===== config.mk =====
export PLATFORM = sky130hd
export DESIGN_NAME = vel_regs
export DESIGN_NICKNAME = d
export VERILOG_FILES = /design/src/include/vel_pkg.sv /design/src/vel_regs.sv
export SDC_FILE = /design/constraint.sdc
export NUM_CORES = 1
export LEC_CHECK = 0
export BUFFER_PORTS_ARGS = -buffer_cell sky130_fd_sc_hd__buf_4
export CAP_MARGIN = 15
export CORE_ASPECT_RATIO = 0.5
export CORE_MARGIN = 2
export CORE_UTILIZATION = 66
export CTS_BUF_LIST = sky130_fd_sc_hd__clkbuf_8
export DETAILED_ROUTE_END_ITERATION = 7
export PLACE_DENSITY = 0.88
export SYNTH_ARGS = -nofsm -noshare
export SYNTH_HDL_FRONTEND = slang
export SYNTH_SLANG_ARGS = --single-unit

===== constraint.sdc =====
create_clock -name core_clk_i -period 5.7 [get_ports core_clk_i]
set_input_delay 0.57 -clock core_clk_i [delete_from_list [all_inputs] [get_ports core_clk_i]]
set_output_delay 0.57 -clock core_clk_i [all_outputs]
set_load 0.01 [all_outputs]

===== src/include/vel_pkg.sv =====
// Purpose: Constants and types for the encoder level/mode register group
// Assumes: Registers are written over the serial control port
// Notes:   Subaddresses are byte addresses of that port
package vel_pkg;

  // Device address on the control port; arbitrary value
  localparam logic [6:0] VEL_DEV_ADDR = 7'h2a;

  localparam logic [7:0] SA_V_GAIN_LO     = 8'h5c;
  localparam logic [7:0] SA_V_GAIN_MSB    = 8'h5e;
  localparam logic [7:0] SA_CROSS_VBLANK  = 8'h5f;
  localparam logic [7:0] SA_STD_CONTROL   = 8'h61;
  localparam logic [7:0] SA_SUBC_BURST    = 8'h62;

  localparam int          REG_COUNT = 5;
  localparam logic [2:0] IX_V_GAIN_LO    = 3'h0;
  localparam logic [2:0] IX_V_GAIN_MSB   = 3'h1;
  localparam logic [2:0] IX_CROSS_VBLANK = 3'h2;
  localparam logic [2:0] IX_STD_CONTROL  = 3'h3;
  localparam logic [2:0] IX_SUBC_BURST   = 3'h4;
  localparam logic [2:0] IX_NONE         = 3'h7;

  localparam logic [7:0] RST_V_GAIN_LO    = 8'h00;
  localparam logic [7:0] RST_V_GAIN_MSB   = 8'h35;
  localparam logic [7:0] RST_CROSS_VBLANK = 8'h00;
  localparam logic [7:0] RST_STD_CONTROL  = 8'h86;
  localparam logic [7:0] RST_SUBC_BURST   = 8'h2f;

  // Field positions
  localparam int BIT_V_GAIN_MSB   = 7;
  localparam int BIT_PHASE_EN     = 6;
  localparam int BIT_CCR_HI       = 7;
  localparam int BIT_CCR_LO       = 6;
  localparam int BIT_RGB_DOWN     = 7;
  localparam int BIT_CVBS_DOWN    = 6;
  localparam int BIT_PAL_INVERT   = 5;
  localparam int BIT_LUMA_GAIN    = 4;
  localparam int BIT_SECAM        = 3;
  localparam int BIT_CHROMA_BW    = 2;
  localparam int BIT_PAL          = 1;
  localparam int BIT_LINE_LENGTH  = 0;
  localparam int BIT_RT_SUBC      = 7;

  typedef struct packed {
    logic [8:0] chroma_v_gain;
    logic       realtime_control_input_phase_reset_enable;
    logic [5:0] blanking_level;
    logic       cross_color_filter_select_hi;
    logic       cross_color_filter_select_lo;
    logic [5:0] vertical_blanking_level;
    logic       rgb_dac_down;
    logic       composite_dac_down;
    logic       pal_switch_invert;
    logic       luma_gain_select;
    logic       secam_enable;
    logic       chroma_bandwidth_select;
    logic       pal_select;
    logic       line_length_select;
    logic       realtime_subcarrier_enable;
    logic [6:0] burst_amplitude;
  } vel_ctrl_t;

  typedef enum logic [2:0] {
    VEL_IDLE = 3'b000,
    VEL_ADDR = 3'b001,
    VEL_SUB  = 3'b011,
    VEL_WR   = 3'b010,
    VEL_RD   = 3'b110
  } vel_state_t;

endpackage


===== src/vel_regs.sv =====
// Purpose: Level and mode control registers of a video encoder
// Assumes: Serial control port pins are asynchronous; line_start_i is a
//          one-cycle pulse from the encoder timing on core_clk_i
// Notes:   Settings reach the datapath only at a line start
// What this block does
// - Bit 7 of register 5Eh is the MSB of the 9-bit V gain.
// - Phase-enable bit gates the subcarrier phase reset flag from real-time input.
// - Blanking level field bits 5..0 sets output blanking level (140 IRE scale).
// - Same field under 143 IRE scale; blanking level resets to 35h.
// - Bits 7..6 of 5Fh pick the cross-colour reduction filter.
// - Bits 5..0 of 5Fh set the vertical blanking level.
// - RGB DAC down bit forces R, G, B DACs low; resets to 1.
// - Composite DAC down bit forces CVBS, Y, C DACs low; resets to 0.
// - PAL switch invert flips PAL phase only with real-time control enabled.
// - Luma gain select: 0 is 100 IRE, 1 is 92.5 with set-up.
// - SECAM bit enables SECAM, resets 0; host clears PAL bit then.
// - Chroma bandwidth bit: 0 enlarged, 1 standard; resets to 1.
// - PAL bit: 1 PAL (reset), 0 NTSC.
// - Line length bit: 0 gives 864 clocks (reset), 1 gives 858.
// - Real-time subcarrier enable takes frequency from external decoder; resets 0.
// - Burst amplitude field bits 6..0 sets colour burst amplitude.
// - Lower eight V gain bits live in a separate register.
// - Burst amplitude resets to 2Fh.
`timescale 1ns/1ns
module vel_regs
  import vel_pkg::*;
(
  input  wire logic      core_clk_i,
  input  wire logic      rst_n_i,
  input  wire logic      scl_i,
  input  wire logic      sda_i,
  output logic           sda_o,
  output logic           sda_oe_o,
  input  wire logic      line_start_i,
  input  wire logic      realtime_control_input_phase_reset_i,
  output vel_ctrl_t      ctrl_o,
  output logic           phase_reset_o,
  output logic           pal_phase_invert_o
);

  function automatic logic [2:0] index_of(input logic [7:0] sa);
    case (sa)
      SA_V_GAIN_LO:    index_of = IX_V_GAIN_LO;
      SA_V_GAIN_MSB:   index_of = IX_V_GAIN_MSB;
      SA_CROSS_VBLANK: index_of = IX_CROSS_VBLANK;
      SA_STD_CONTROL:  index_of = IX_STD_CONTROL;
      SA_SUBC_BURST:   index_of = IX_SUBC_BURST;
      default:         index_of = IX_NONE;
    endcase
  endfunction

  logic [7:0] regs_q [REG_COUNT];
  logic [2:0] scl_sync_q;
  logic [2:0] sda_sync_q;
  logic [1:0] realtime_control_input_sync_q;
  vel_state_t state_q;
  logic [3:0] bit_cnt_q;
  logic [7:0] shift_q;
  logic [7:0] tx_q;
  logic [7:0] ptr_q;
  logic       ack_go_q;
  logic       sda_oe_q;
  vel_ctrl_t  ctrl_q;
  logic       phase_reset_q;
  logic       pal_inv_q;

  // Edges use the second and third stages only
  wire scl_s      = scl_sync_q[1];
  wire sda_s      = sda_sync_q[1];
  wire scl_rise   = scl_s & ~scl_sync_q[2];
  wire scl_fall   = ~scl_s & scl_sync_q[2];
  wire start_det  = scl_s & scl_sync_q[2] & ~sda_s & sda_sync_q[2];
  wire stop_det   = scl_s & scl_sync_q[2] & sda_s & ~sda_sync_q[2];
  wire active     = (state_q != VEL_IDLE);
  wire [7:0] rx_byte  = {shift_q[6:0], sda_s};
  wire byte_done  = active & scl_rise & (bit_cnt_q == 4'h7);
  wire addr_hit   = (rx_byte[7:1] == VEL_DEV_ADDR);
  wire [2:0] ptr_ix   = index_of(ptr_q);
  wire wr_en      = byte_done & (state_q == VEL_WR);
  wire [7:0] rd_byte  = (ptr_ix == IX_NONE) ? 8'h00 : regs_q[ptr_ix];
  wire master_nack = active & scl_rise & (bit_cnt_q == 4'h8) &
                     (state_q == VEL_RD) & sda_s;

  // Byte lanes of the applied control set
  vel_ctrl_t ctrl_d;
  assign ctrl_d.chroma_v_gain = {regs_q[IX_V_GAIN_MSB][BIT_V_GAIN_MSB],
                                 regs_q[IX_V_GAIN_LO]};
  assign ctrl_d.realtime_control_input_phase_reset_enable =
    regs_q[IX_V_GAIN_MSB][BIT_PHASE_EN];
  assign ctrl_d.blanking_level = regs_q[IX_V_GAIN_MSB][5:0];
  assign ctrl_d.cross_color_filter_select_hi =
    regs_q[IX_CROSS_VBLANK][BIT_CCR_HI];
  assign ctrl_d.cross_color_filter_select_lo =
    regs_q[IX_CROSS_VBLANK][BIT_CCR_LO];
  assign ctrl_d.vertical_blanking_level =
    regs_q[IX_CROSS_VBLANK][5:0];
  assign ctrl_d.rgb_dac_down = regs_q[IX_STD_CONTROL][BIT_RGB_DOWN];
  assign ctrl_d.composite_dac_down =
    regs_q[IX_STD_CONTROL][BIT_CVBS_DOWN];
  assign ctrl_d.pal_switch_invert = regs_q[IX_STD_CONTROL][BIT_PAL_INVERT];
  assign ctrl_d.luma_gain_select =
    regs_q[IX_STD_CONTROL][BIT_LUMA_GAIN];
  assign ctrl_d.secam_enable = regs_q[IX_STD_CONTROL][BIT_SECAM];
  assign ctrl_d.chroma_bandwidth_select =
    regs_q[IX_STD_CONTROL][BIT_CHROMA_BW];
  assign ctrl_d.pal_select = regs_q[IX_STD_CONTROL][BIT_PAL];
  assign ctrl_d.line_length_select =
    regs_q[IX_STD_CONTROL][BIT_LINE_LENGTH];
  assign ctrl_d.realtime_subcarrier_enable =
    regs_q[IX_SUBC_BURST][BIT_RT_SUBC];
  assign ctrl_d.burst_amplitude = regs_q[IX_SUBC_BURST][6:0];

  wire phase_reset_d = ctrl_q.realtime_control_input_phase_reset_enable &
                       realtime_control_input_sync_q[1];
  wire pal_inv_d     = ctrl_q.pal_switch_invert &
                       ctrl_q.realtime_subcarrier_enable;

  always_ff @(posedge core_clk_i) begin
    if (!rst_n_i) begin
      scl_sync_q  <= 3'h7;
      sda_sync_q  <= 3'h7;
      realtime_control_input_sync_q <= 2'h0;
    end else begin
      scl_sync_q  <= {scl_sync_q[1:0], scl_i};
      sda_sync_q  <= {sda_sync_q[1:0], sda_i};
      realtime_control_input_sync_q <= {realtime_control_input_sync_q[0], realtime_control_input_phase_reset_i};
    end
  end

  // Control port: address, subaddress, then auto-incrementing data
  always_ff @(posedge core_clk_i) begin
    if (!rst_n_i) begin
      state_q   <= VEL_IDLE;
      bit_cnt_q <= 4'h0;
      shift_q   <= 8'h00;
      tx_q      <= 8'h00;
      ptr_q     <= 8'h00;
      ack_go_q  <= 1'b0;
      sda_oe_q  <= 1'b0;
    end else if (start_det) begin
      state_q   <= VEL_ADDR;
      bit_cnt_q <= 4'h0;
      sda_oe_q  <= 1'b0;
    end else if (stop_det) begin
      state_q  <= VEL_IDLE;
      sda_oe_q <= 1'b0;
    end else if (active && scl_rise) begin
      bit_cnt_q <= bit_cnt_q + 4'h1;
      if (bit_cnt_q < 4'h8) begin
        shift_q <= rx_byte;
      end
      if (master_nack) begin
        state_q <= VEL_IDLE;
      end
      if (byte_done) begin
        case (state_q)
          VEL_ADDR: begin
            ack_go_q <= addr_hit;
            if (!addr_hit) begin
              state_q <= VEL_IDLE;
            end else if (rx_byte[0]) begin
              state_q <= VEL_RD;
            end else begin
              state_q <= VEL_SUB;
            end
          end
          VEL_SUB: begin
            ptr_q    <= rx_byte;
            ack_go_q <= 1'b1;
            state_q  <= VEL_WR;
          end
          VEL_WR: begin
            ptr_q    <= ptr_q + 8'h01;
            ack_go_q <= 1'b1;
          end
          VEL_RD:  ack_go_q <= 1'b0;
          default: ack_go_q <= 1'b0;
        endcase
      end
    end else if (active && scl_fall) begin
      if (bit_cnt_q == 4'h8) begin
        sda_oe_q <= ack_go_q;
      end else if (bit_cnt_q == 4'h9) begin
        bit_cnt_q <= 4'h0;
        if (state_q == VEL_RD) begin
          tx_q     <= rd_byte;
          ptr_q    <= ptr_q + 8'h01;
          sda_oe_q <= ~rd_byte[7];
        end else begin
          sda_oe_q <= 1'b0;
        end
      end else if (state_q == VEL_RD && bit_cnt_q != 4'h0) begin
        // Open drain: a zero bit is driven, a one is released
        sda_oe_q <= ~tx_q[3'h7 - bit_cnt_q[2:0]];
      end
    end
  end

  always_ff @(posedge core_clk_i) begin
    if (!rst_n_i) begin
      regs_q[IX_V_GAIN_LO]    <= RST_V_GAIN_LO;
      regs_q[IX_V_GAIN_MSB]   <= RST_V_GAIN_MSB;
      regs_q[IX_CROSS_VBLANK] <= RST_CROSS_VBLANK;
      regs_q[IX_STD_CONTROL]  <= RST_STD_CONTROL;
      regs_q[IX_SUBC_BURST]   <= RST_SUBC_BURST;
    end else if (wr_en && ptr_ix != IX_NONE) begin
      // SECAM with PAL still set is stored as written
      regs_q[ptr_ix] <= rx_byte;
    end
  end

  // Apply whole set at a line boundary so no line mixes settings
  always_ff @(posedge core_clk_i) begin
    if (!rst_n_i) begin
      ctrl_q        <= '0;
      phase_reset_q <= 1'b0;
      pal_inv_q     <= 1'b0;
    end else begin
      if (line_start_i) begin
        ctrl_q <= ctrl_d;
      end
      phase_reset_q <= phase_reset_d;
      pal_inv_q     <= pal_inv_d;
    end
  end

  assign sda_o              = 1'b0;
  assign sda_oe_o           = sda_oe_q;
  assign ctrl_o             = ctrl_q;
  assign phase_reset_o      = phase_reset_q;
  assign pal_phase_invert_o = pal_inv_q;
endmodule // vel_regs


==> results of run 1 <==
[cells in the mapped netlist, types with 3 or more instances]
| library cell | instances | share of area |
|---|---|---|
| a2111oi_0 | 3 | 0.0048 |
| a21o_1 | 4 | 0.0054 |
| a21oi_1 | 14 | 0.013 |
| a22o_1 | 3 | 0.0048 |
| a22oi_1 | 5 | 0.0068 |
| a31oi_1 | 3 | 0.0034 |
| a32o_1 | 5 | 0.0091 |
| and2_1 | 25 | 0.028 |
| and3_1 | 7 | 0.0079 |
| buf_1 | 3 | 0.0020 |
| clkbuf_1 | 21 | 0.014 |
| dfxtp_1 | 82 | 0.30 |
| edfxtp_1 | 40 | 0.22 |
| ha_1 | 7 | 0.016 |
| inv_1 | 15 | 0.010 |
| mux2i_1 | 55 | 0.10 |
| nand2_1 | 31 | 0.021 |
| nand2b_1 | 18 | 0.020 |
| nand3_1 | 15 | 0.014 |
| nand4_1 | 3 | 0.0034 |
| nand4b_1 | 3 | 0.0048 |
| nor2_1 | 66 | 0.045 |
| nor2b_1 | 5 | 0.0057 |
| nor3_1 | 11 | 0.010 |
| nor3b_1 | 3 | 0.0041 |
| nor4_1 | 4 | 0.0045 |
| nor4b_1 | 3 | 0.0048 |
| o21ai_0 | 19 | 0.017 |
| o221ai_1 | 3 | 0.0048 |
| o22ai_1 | 3 | 0.0034 |
| o31ai_1 | 3 | 0.0041 |
| or2_2 | 9 | 0.010 |
| or3_1 | 5 | 0.0057 |
| xnor2_1 | 3 | 0.0048 |
[state kept, by name (all words and copies together) (netlist names)]
name,count
pal_phase_invert_o,1
regs_q,40
phase_reset_o,1
bit_cnt_q,4
ctrl_o,40
state_q,3
scl_sync_q,3
ack_go_q,1
shift_q,7
tx_q,8
sda_oe_o,1
ptr_q,8
sda_sync_q,3
realtime_control_input_sync_q,2
[kinds of logic after synthesis]
family                     count (synthesis)
DFF                                      122
xor gates and xnor gates                   3
and+or+nand+nor                          221
AOI/OAI and AO/OA                         82
buffers and inverters                     43
muxes                                     59
adders and majority gates                  7
other                                      1
[cell type report]
type / count / area [um^2]
sequential: 122 / 2840
multi-input combinational: 373 / 2500
fill: 548 / 1810
timing repair buffer: 50 / 375
clock buffer: 17 / 234
tap: 112 / 140
clock inverter: 15 / 103
inverter: 15 / 56.3
antenna: 1 / 2.50
[final timing paths]
| kind | start | end | slack (ns) | cells after the start |
|---|---|---|---|---|
| setup reg to reg | ptr_q[2]$_SDFFE_PN0P_ | regs_q[0][1]$_SDFFCE_PN0P_ | 2.39 | 4 |
| hold reg to reg | sda_sync_q[0]$_SDFF_PN1_ | sda_sync_q[1]$_SDFF_PN1_ | 0.41 | 1 |
| setup / recovery | ptr_q[2]$_SDFFE_PN0P_ | regs_q[0][1]$_SDFFCE_PN0P_ | 2.39 | 4 |
| hold / removal | sda_i | sda_sync_q[0]$_SDFF_PN1_ | 0.31 | 2 |
[report_power, final]
group,internal (W),switching (W),total (W)
logic,0.0000464,0.0000588,0.000105
clock network,0.000299,0.000370,0.000669
registers,0.000931,0.0000277,0.000958
[cells in the final DEF (no fill, tap or decap), types with 5 or more instances in the layout]
| master | count |
|---|---|
| dfxtp_1 | 82 |
| nor2_1 | 66 |
| mux2i_1 | 55 |
| buf_4 | 50 |
| edfxtp_1 | 40 |
| nand2_1 | 31 |
| and2_1 | 25 |
| o21ai_0 | 19 |
| nand2b_1 | 18 |
| clkbuf_8 | 17 |
| inv_1 | 16 |
| nand3_1 | 15 |
| a21oi_1 | 14 |
| nor3_1 | 11 |
| or2_2 | 9 |
| and3_1 | 7 |
| ha_1 | 7 |
| nor2b_1 | 5 |
| or3_1 | 5 |
| a22oi_1 | 5 |
| a32o_1 | 5 |
| clkinv_4 | 5 |
[layer usage]
metal	global-route usage	share of wire
met5	0	0
met4	0.134	0.024
met3	0.114	0.12
met2	0.460	0.42
met1	0.421	0.44
[per-stage QoR]
step                instances  total power (W)
detailed placement        672          0.00108
CTS                       704          0.00173
finish                    705          0.00173
global placement          672          0.00107
floorplan                 538          0.00103
global route              704          0.00178
==> qor.csv, run 1 <==
stage,metric,value,unit
grt,grt_pass1_wl,21000,um
route,num_vias,4378,
placed_design,pre_cts_slack,2.45,ns
grt,grt_overflow_total,0,
clock_tree,worstSkewPairLatency,0.45,ns
logic_synthesis,muxShareOfSynthArea,0.112,
clock_tree,htree_num_levels,4,
sta,timing.slew.headroom,0.267,
logic_synthesis,yosysUniqueCellTypes,65,
clock_tree,cts_tree,done,
sta,slew_viol_final,0,
grt,grt_pass1_vias,3891,
logic_synthesis,synthAdderAreaFrac,0.0159,
grt,globalRouteTotalUtil,0.312,
sta,tightestPinTransition,1.09,ns
grt,antenna_found_initial,1,
logic_synthesis,synth_compound_area_frac,0.107,
route,drt-initial-drc-count,434,
sta,setup_tns,0,ns
hold_path,hold_path_class,primary input to flip-flop,
critical_path,cp.required,5.76,ns
clock_tree,cts_buffer_depth,2,
pwr,power_leakage,2.42,nW
critical_path,worstPathCellList,nand4b_1 -> nor4_2 -> nand2_1 -> o21ai_0,
logic_synthesis,syn_area,5520,um^2
final_layout,drive_above_1_share,0.171,
logic_synthesis,syn_inst,538,
critical_path,cp-end-kind,flip-flop,
grt,grt_max_degree,59,
placed_design,dpl.hpwl,9480,um
sta,hold_ws,0.310,ns
placed_design,post_dp_cell_area,5910,um^2
pwr,vdd_drop_max,0.186,mV
sta,setup_ws,2.39,ns
route,routed_via_density,6.21,
outcome,status,finished clean,
floorplan,core,8060,um^2
floorplan,io_pins,50,
sta,setup_viol,0,
job,drv_cap,0,
critical_path,cp.arrival,3.37,ns
critical_path,worst-path-buf-inv,0,
critical_path,worstSetupPathType,flip-flop to flip-flop,
route,ant_nets,0,
logic_synthesis,ys_seq_elements,122,
critical_path,critPathMaxStageDelay,0.92,ns
critical_path,worstSetupStartpointType,flip-flop,
logic_synthesis,synth_edf_count,40,
critical_path,crit_family,simple AND/OR/NAND/NOR gates,
floorplan,dieArea,9160,um^2
clock_tree,ctsHoldBuffers,0,
logic_synthesis,synth_fp_nets,551,
logic_synthesis,synth_top_family_by_area,simple AND/OR/NAND/NOR gates,
sta,rsz0062_at_grt,false,
clock_tree,cts_root_buf,clkbuf_8,
logic_synthesis,synth.yosys.seq_area_share,0.515,
pwr,powerDensity,277,nW/um^2
clock_tree,clk_pin_slew_worst_paths,0.07,ns
logic_synthesis,synth_async_sr_flop_share,0,
logic_synthesis,yosys.area_share.simple,0.212,
sta,finalClockSkew,0.0158,ns
placed_design,gp_congestion,0.962,
floorplan,start_util,0.685,
logic_synthesis,synthXorXnorAreaFrac,0.00476,
logic_synthesis,synth_area_per_cell,10.3,um^2
logic_synthesis,ys.flop_type,dfxtp_1,
placed_design,io_buffers,48,
clock_tree,cts_setup_buffers,0,
floorplan,die_y,68.7,um
final_layout,fin_util,0.776,
final_layout,design_area,6250,um^2
critical_path,crit_fanout,10,
clock_tree,cts_buffers,17,
clock_tree,cts_resized,0,
sta,final-hold-violation-count,0,
sta,min_period_over_period,0.581,
sta,period_needed,3.31,ns
route,drc,0,
final_layout,nNetsFinal,592,
route,drtPass1Iterations,6,
floorplan,rows,23,
sta,fmax,302,MHz
final_layout,area_delta_synth_final,13.2,%
floorplan,die_w,133,um
clock_tree,cts.sinks,122,
logic_synthesis,synth_warnings,0,
critical_path,critPathSlowestCell,o21ai_0,
route,wl_per_cell,19.4,um
route,wirelength,13700,um
Note: power is estimated with default switching activity, not from simulation.
==> run 2: changes to the inputs <==
- CORE_UTILIZATION: 66 -> 55
- PLACE_DENSITY: 0.88 -> 0.79
- clock period: 5.7 -> 2.8 ns (I/O delays scaled with it)
==> run 2 against run 1 <==
- register-to-register slack worse by 2.1 ns
- critical endpoint is now tx_q[1]$_SDFFE_PN0P_
- largest cell class unchanged
- final cell count rose by 4.5%
- via count is 0.94% higher
- non-clock buffer count increased by 10
- setup slack worse by 2.1 ns
- first-iteration DRC count is 7.6% lower
- hold slack worse by 0.29 ns
==> qor.csv, run 2 (synthesis results as in run 1) <==
stage,metric,value,unit,change
outcome,status,finished clean,,
grt,grt_overflow_total,0,,unchanged
route,wl_per_cell,18.4,um,-5.1%
critical_path,worstSetupStartpointType,flip-flop,,
critical_path,cp-end-kind,flip-flop,,
hold_path,hold_path_class,primary input to flip-flop,,
floorplan,core,9600,um^2,+19%
final_layout,multi_input_area,2500,um^2,unchanged
sta,finalClockSkew,0.0142,ns,-0.00162 ns
clock_tree,cts.sinks,122,,unchanged
critical_path,cp.arrival,2.88,ns,-0.49 ns
pwr,powerDensity,558,nW/um^2,+100%
pwr,combPwrFrac,0.059,,-0.002
clock_tree,worstSkewPairLatency,0.44,ns,about the same
grt,grt_max_degree,59,,unchanged
sta,timing.slew.headroom,0.467,,+0.200
placed_design,dpl.hpwl,9430,um,-0.55%
route,wirelength,13600,um,-0.82%
sta,fmax,399,MHz,+32%
final_layout,final_common_cell,dfxtp_1,,
sta,slew_viol_final,0,,unchanged
route,num_vias,4419,,+0.94%
clock_tree,cts_buffer_depth,2,,unchanged
sta,hold_ws,0.0237,ns,-0.286 ns
grt,grt_pass1_wl,21400,um,+2.0%
clock_tree,cts_root_buf,clkbuf_8,,
critical_path,crit_fanout,9,,-1
sta,rsz0062_at_grt,false,,
sta,period_needed,2.51,ns,-0.805 ns
pwr,power_leakage,2.47,nW,+2.2%
route,drt-initial-drc-count,401,,-7.6%
critical_path,worstSetupPathType,flip-flop to flip-flop,,
final_layout,seqCellArea,2840,um^2,unchanged
final_layout,drive_above_1_share,0.184,,+0.0138
clock_tree,htree_num_levels,4,,unchanged
floorplan,die_y,74.8,um,+9.0%
final_layout,most-common-layout-cells,"dfxtp_1 (82), nor2_1 (66), buf_4 (59), mux2i_1 (55), edfxtp_1 (40)",,
route,drtPass1Iterations,5,,-1
placed_design,io_buffers,48,,unchanged
grt,grt_pass1_vias,3955,,+1.6%
sta,tightestPinTransition,0.800,ns,-0.288 ns
final_layout,nNetsFinal,602,,+1.7%
sta,min_period_over_period,0.895,,+0.314
floorplan,io_pins,50,,unchanged
critical_path,cp.required,3.18,ns,-2.58 ns
grt,globalRouteTotalUtil,0.261,,-0.0513
clock_tree,cts_buffers,17,,unchanged
route,ant_nets,0,,unchanged
sta,setup_viol,0,,unchanged
critical_path,rrSetupSlack,0.29,ns,-2.09 ns
floorplan,die_w,146,um,+9.3%
pwr,seqPwrFrac,0.547,,-0.006
placed_design,gp_congestion,0.951,,-1.2%
route,routed_via_density,6.00,,-3.4%
pwr,power_switching,0.000906,W,+98%
pwr,clock_power_share,0.394,,+0.008
clock_tree,cts_setup_buffers,0,,unchanged
route,drc,0,,unchanged
pwr,vdd_drop_max,0.297,mV,+59%
pwr,sw_frac_of_total,0.255,,-0.00896
sta,final-hold-violation-count,0,,unchanged
grt,antenna_found_initial,0,,-1
clock_tree,cts_tree,done,,
pwr,cellInternalPower,0.00265,W,+110%
final_layout,area_delta_synth_final,15.5,%,
final_layout,antenna_cells,0,,-1
sta,setup_tns,0,ns,unchanged
floorplan,rows,25,,+8.7%
final_layout,fillerInstances,731,,+33%
clock_tree,clk_pin_slew_worst_paths,0.07,ns,about the same
job,drv_cap,0,,unchanged
floorplan,dieArea,10900,um^2,+19%
floorplan,start_util,0.575,,-0.110
run 2: power groups by stage:
| stage | Combinational (W) | Clock (W) | Sequential, W |
|---|---|---|---|
| finish | 0.000209 | 0.00140 | 0.00195 |
| global route | 0.000230 | 0.00150 | 0.00195 |
| CTS | 0.000211 | 0.00142 | 0.00195 |
| detailed placement | 0.000209 | 0 | 0.00198 |
| global placement | 0.000204 | 0 | 0.00198 |
| floorplan | 0.000113 | 0 | 0.00198 |
run 2: worst max-delay path, cell delays in order (launching register included):
cell       delay [ns]
dfxtp_1          0.46
nand4b_1         0.46
o22ai_1          0.64
nand2_1          0.23
a2111oi_0        0.43
a32o_1           0.23
run 2: final cells by class:
cell class | instances | area share
clock buffers | 19 | 0.0410
clock inverters | 13 | 0.0149
inverters | 15 | 0.00883
multi-input cells | 373 | 0.392
flip-flops and latches | 122 | 0.446
well taps | 135 | 0.0265
repair buffers | 60 | 0.0711
run 2: final timing paths:
check,from,endpoint,cells past startpoint
worst max register to register,ptr_q[4]$_SDFFE_PN0P_,tx_q[1]$_SDFFE_PN0P_,5
worst max-delay path,ptr_q[4]$_SDFFE_PN0P_,tx_q[1]$_SDFFE_PN0P_,5
worst min-delay path,sda_i,sda_sync_q[0]$_SDFF_PN1_,2
worst min register to register,sda_sync_q[0]$_SDFF_PN1_,sda_sync_q[1]$_SDFF_PN1_,1
run 2: routing by layer:
metal / share of wire / global-route usage / up-vias
li1: - / - / 2045
met3: 0.097 / 0.0739 / 31
met1: 0.45 / 0.353 / 2098
met4: 0.021 / 0.101 / 0
met5: 0 / 0 / -
met2: 0.43 / 0.408 / 245
run 2: through the flow:
| step | utilization | setup slack (ns) | std cells | power, W | cell area (um^2) |
|---|---|---|---|---|---|
| 6_report | 0.664 | 0.294 | 737 | 0.00356 | 6370 |
| 5_1_grt | 0.664 | 0.135 | 737 | 0.00368 | 6370 |
| 4_1_cts | 0.664 | 0.352 | 737 | 0.00358 | 6370 |
| 3_5_place_dp | 0.626 | 0.376 | 704 | 0.00219 | 6010 |
| 3_3_place_gp | 0.626 | 0.456 | 704 | 0.00219 | 6010 |
| 2_1_floorplan | - | 0.0453 | 538 | 0.00209 | 5520 |
run 2: timing repair:
item | in CTS | in global routing
hold endpoints to repair | 1 | 0
hold buffers | 1 | 0
gates resized for setup | 0 | 0
==> run 3: changes to the inputs <==
- CORE_ASPECT_RATIO: 0.5 -> 0.6
==> run 3 against run 2 <==
- count of clock-buffer cells in the layout down 1
- largest power group unchanged
- critical path type unchanged
- clock power rose by 8%
- utilization down 0.80 points
- largest cell class unchanged
==> qor.csv, run 3 (synthesis results as in run 1) <==
stage,metric,value,unit,change
hold_path,hold_path_class,primary input to flip-flop,,
final_layout,nNetsFinal,606,,+0.66%
critical_path,worstPathCellList,or4b_4 -> o32ai_2 -> buf_4 -> nand3_1 -> nand2_1,,
critical_path,worstSetupStartpoint,ptr_q[5]$_SDFFE_PN0P_,,
route,ant_nets,0,,unchanged
pwr,sw_frac_of_total,0.241,,-0.0136
floorplan,dieArea,10900,um^2,-0.21%
placed_design,gp_congestion,1.05,,+10%
pwr,seqPwrFrac,0.531,,-0.016
grt,grt_pass1_vias,4027,,+1.8%
clock_tree,htree_num_levels,4,,unchanged
floorplan,die_w,133,um,-8.5%
floorplan,rows,28,,+12%
sta,min_period_over_period,0.910,,+0.0154
final_layout,drive_above_1_share,0.190,,+0.00538
final_layout,final_common_cell,dfxtp_1,,
critical_path,reg2reg_to,regs_q[1][3]$_SDFFCE_PN0P_,,
pwr,power_switching,0.000887,W,-2.1%
clock_tree,cts_buffer_depth,2,,unchanged
clock_tree,worstSkewPairLatency,0.44,ns,about the same
critical_path,crit_family,simple AND/OR/NAND/NOR gates,,
outcome,status,finished clean,,
final_layout,seqCellArea,2840,um^2,unchanged
placed_design,io_buffers,48,,unchanged
route,wirelength,15000,um,+11%
critical_path,cp.required,2.90,ns,-0.28 ns
floorplan,die_y,81.6,um,+9.0%
critical_path,worstSetupPathType,flip-flop to flip-flop,,
final_layout,most-common-layout-cells,"dfxtp_1 (82), nor2_1 (66), buf_4 (64), mux2i_1 (55), edfxtp_1 (40)",,
critical_path,worst-path-buf-inv,1,,+1
pwr,vdd_drop_max,0.425,mV,+43%
critical_path,rrSetupSlack,0.25,ns,-0.04 ns
critical_path,worstSetupStartpointType,flip-flop,,
floorplan,start_util,0.563,,-0.0121
grt,antenna_found_initial,0,,unchanged
pwr,powerDensity,572,nW/um^2,+2.5%
final_layout,area_delta_synth_final,16.5,%,
final_layout,design_area,6430,um^2,+0.92%
route,routed_via_density,6.03,,+0.61%
sta,slew_viol_final,0,,unchanged
placed_design,post_dp_cell_area,6040,um^2,+0.62%
placed_design,placedCellCount,709,,+0.71%
grt,grt_max_degree,59,,unchanged
pwr,cellInternalPower,0.00279,W,+5.4%
sta,timing.slew.headroom,0.470,,+0.00294
grt,globalRouteTotalUtil,0.286,,+0.0249
sta,finalClockSkew,0.0116,ns,-0.00258 ns
job,drv_cap,0,,unchanged
route,wl_per_cell,20.3,um,+10%
floorplan,core,9810,um^2,+2.1%
clock_tree,cts_root_buf,clkbuf_8,,
sta,period_needed,2.55,ns,+0.0432 ns
critical_path,critPathSlowestCell,or4b_4,,
critical_path,r2r_start,ptr_q[5]$_SDFFE_PN0P_,,
critical_path,cp-end-kind,flip-flop,,
pwr,combPwrFrac,0.058,,about the same
grt,grt_pass1_wl,22700,um,+6.4%
critical_path,cp.arrival,2.65,ns,-0.23 ns
sta,rsz0062_at_grt,false,,
pwr,clock_power_share,0.411,,+0.017
route,drc,0,,unchanged
critical_path,reg2regPathDepth,5,,unchanged
sta,final-hold-violation-count,0,,unchanged
route,dr.max_layer_used,met5,,
clock_tree,cts_buffers,17,,unchanged
route,wl_met1,6970,um,+14%
route,route.met3.wl,1750,um,+32%
final_layout,fin_cells,741,,+0.54%
final_layout,multi_input_area,2500,um^2,+0.35%
clock_tree,cts_tree,done,,
final_layout,fillerInstances,773,,+5.7%
clock_tree,ctsHoldBuffers,0,,-1
pwr,power_leakage,2.52,nW,+1.7%
floorplan,io_pins,50,,unchanged
sta,hold_ws,0.0215,ns,-0.00225 ns
placed_design,dpl.hpwl,10700,um,+14%
grt,grt_overflow_total,0,,unchanged
route,num_vias,4470,,+1.2%
route,drt-initial-drc-count,413,,+3.0%
clock_tree,cts.sinks,122,,unchanged
sta,tightestPinTransition,0.789,ns,-0.0105 ns
critical_path,endpoint,regs_q[1][3]$_SDFFCE_PN0P_,,
sta,setup_viol,0,,unchanged
sta,fmax,392,MHz,-1.7%
critical_path,path_depth,5,,unchanged
sta,setup_tns,0,ns,unchanged
clock_tree,clk_pin_slew_worst_paths,0.07,ns,about the same
route,wl_met2,6040,um,+2.8%
critical_path,critPathMaxStageDelay,0.59,ns,-0.05 ns
final_layout,antenna_cells,0,,unchanged
critical_path,crit_fanout,13,,+4
route,drtPass1Iterations,5,,unchanged
[run 3: changes by cell type in the layout (fill, tap and decap cells not counted), sizes merged]
cell,before,now
inv,17,19
clkinv,9,6
buf,59,64
clkbuf,19,18
dlygate4sd3,1,0
bufinv,0,2
[run 3: what timing repair did]
item	CTS	global route
setup endpoints to repair	0	1
resized for setup	0	1
setup buffers	0	0
[run 3: cell type report]
type,instances,area share
Clock buffer,18,0.0385
Clock inverter,14,0.0204
Inverter,15,0.00875
Multi-Input combinational cell,373,0.389
Sequential cell,122,0.442
Tap cell,135,0.0263
Timing Repair Buffer,64,0.0747
[run 3: worst min path at each step]
stage | from | end | depth (start not counted)
finish | sda_i | sda_sync_q[0]$_SDFF_PN1_ | 2
global route | scl_i | scl_sync_q[0]$_SDFF_PN1_ | 2
global placement | sda_sync_q[0]$_SDFF_PN1_ | sda_sync_q[1]$_SDFF_PN1_ | 1
CTS | sda_i | sda_sync_q[0]$_SDFF_PN1_ | 2
detailed placement | sda_sync_q[0]$_SDFF_PN1_ | sda_sync_q[1]$_SDFF_PN1_ | 1
floorplan | scl_i | scl_sync_q[0]$_SDFF_PN1_ | 1
[run 3: through the flow]
| step | util | total power, W | setup WS (ns) |
|---|---|---|---|
| 3_3_place_gp | 0.616 | 0.00219 | 0.292 |
| 2_1_floorplan | - | 0.00209 | 0.0453 |
| 4_1_cts | 0.655 | 0.00369 | 0.211 |
| 5_1_grt | 0.656 | 0.00379 | 0.106 |
| 6_report | 0.656 | 0.00368 | 0.251 |
| 3_5_place_dp | 0.616 | 0.00220 | 0.241 |
[run 3: power groups by stage]
stage                     Clock, W  Combinational [W]  Sequential [W]
final                      0.00151           0.000214         0.00195
after floorplan                  0           0.000113         0.00198
after CTS                  0.00153           0.000214         0.00195
after global placement           0           0.000207         0.00199
after global routing       0.00160           0.000233         0.00196
after detailed placement         0           0.000213         0.00199
[run 3: layer usage]
metal,up-vias,GRT usage
met5,-,0.0417
met4,2,0.114
met3,24,0.102
met2,247,0.397
met1,2150,0.402
li1,2047,-
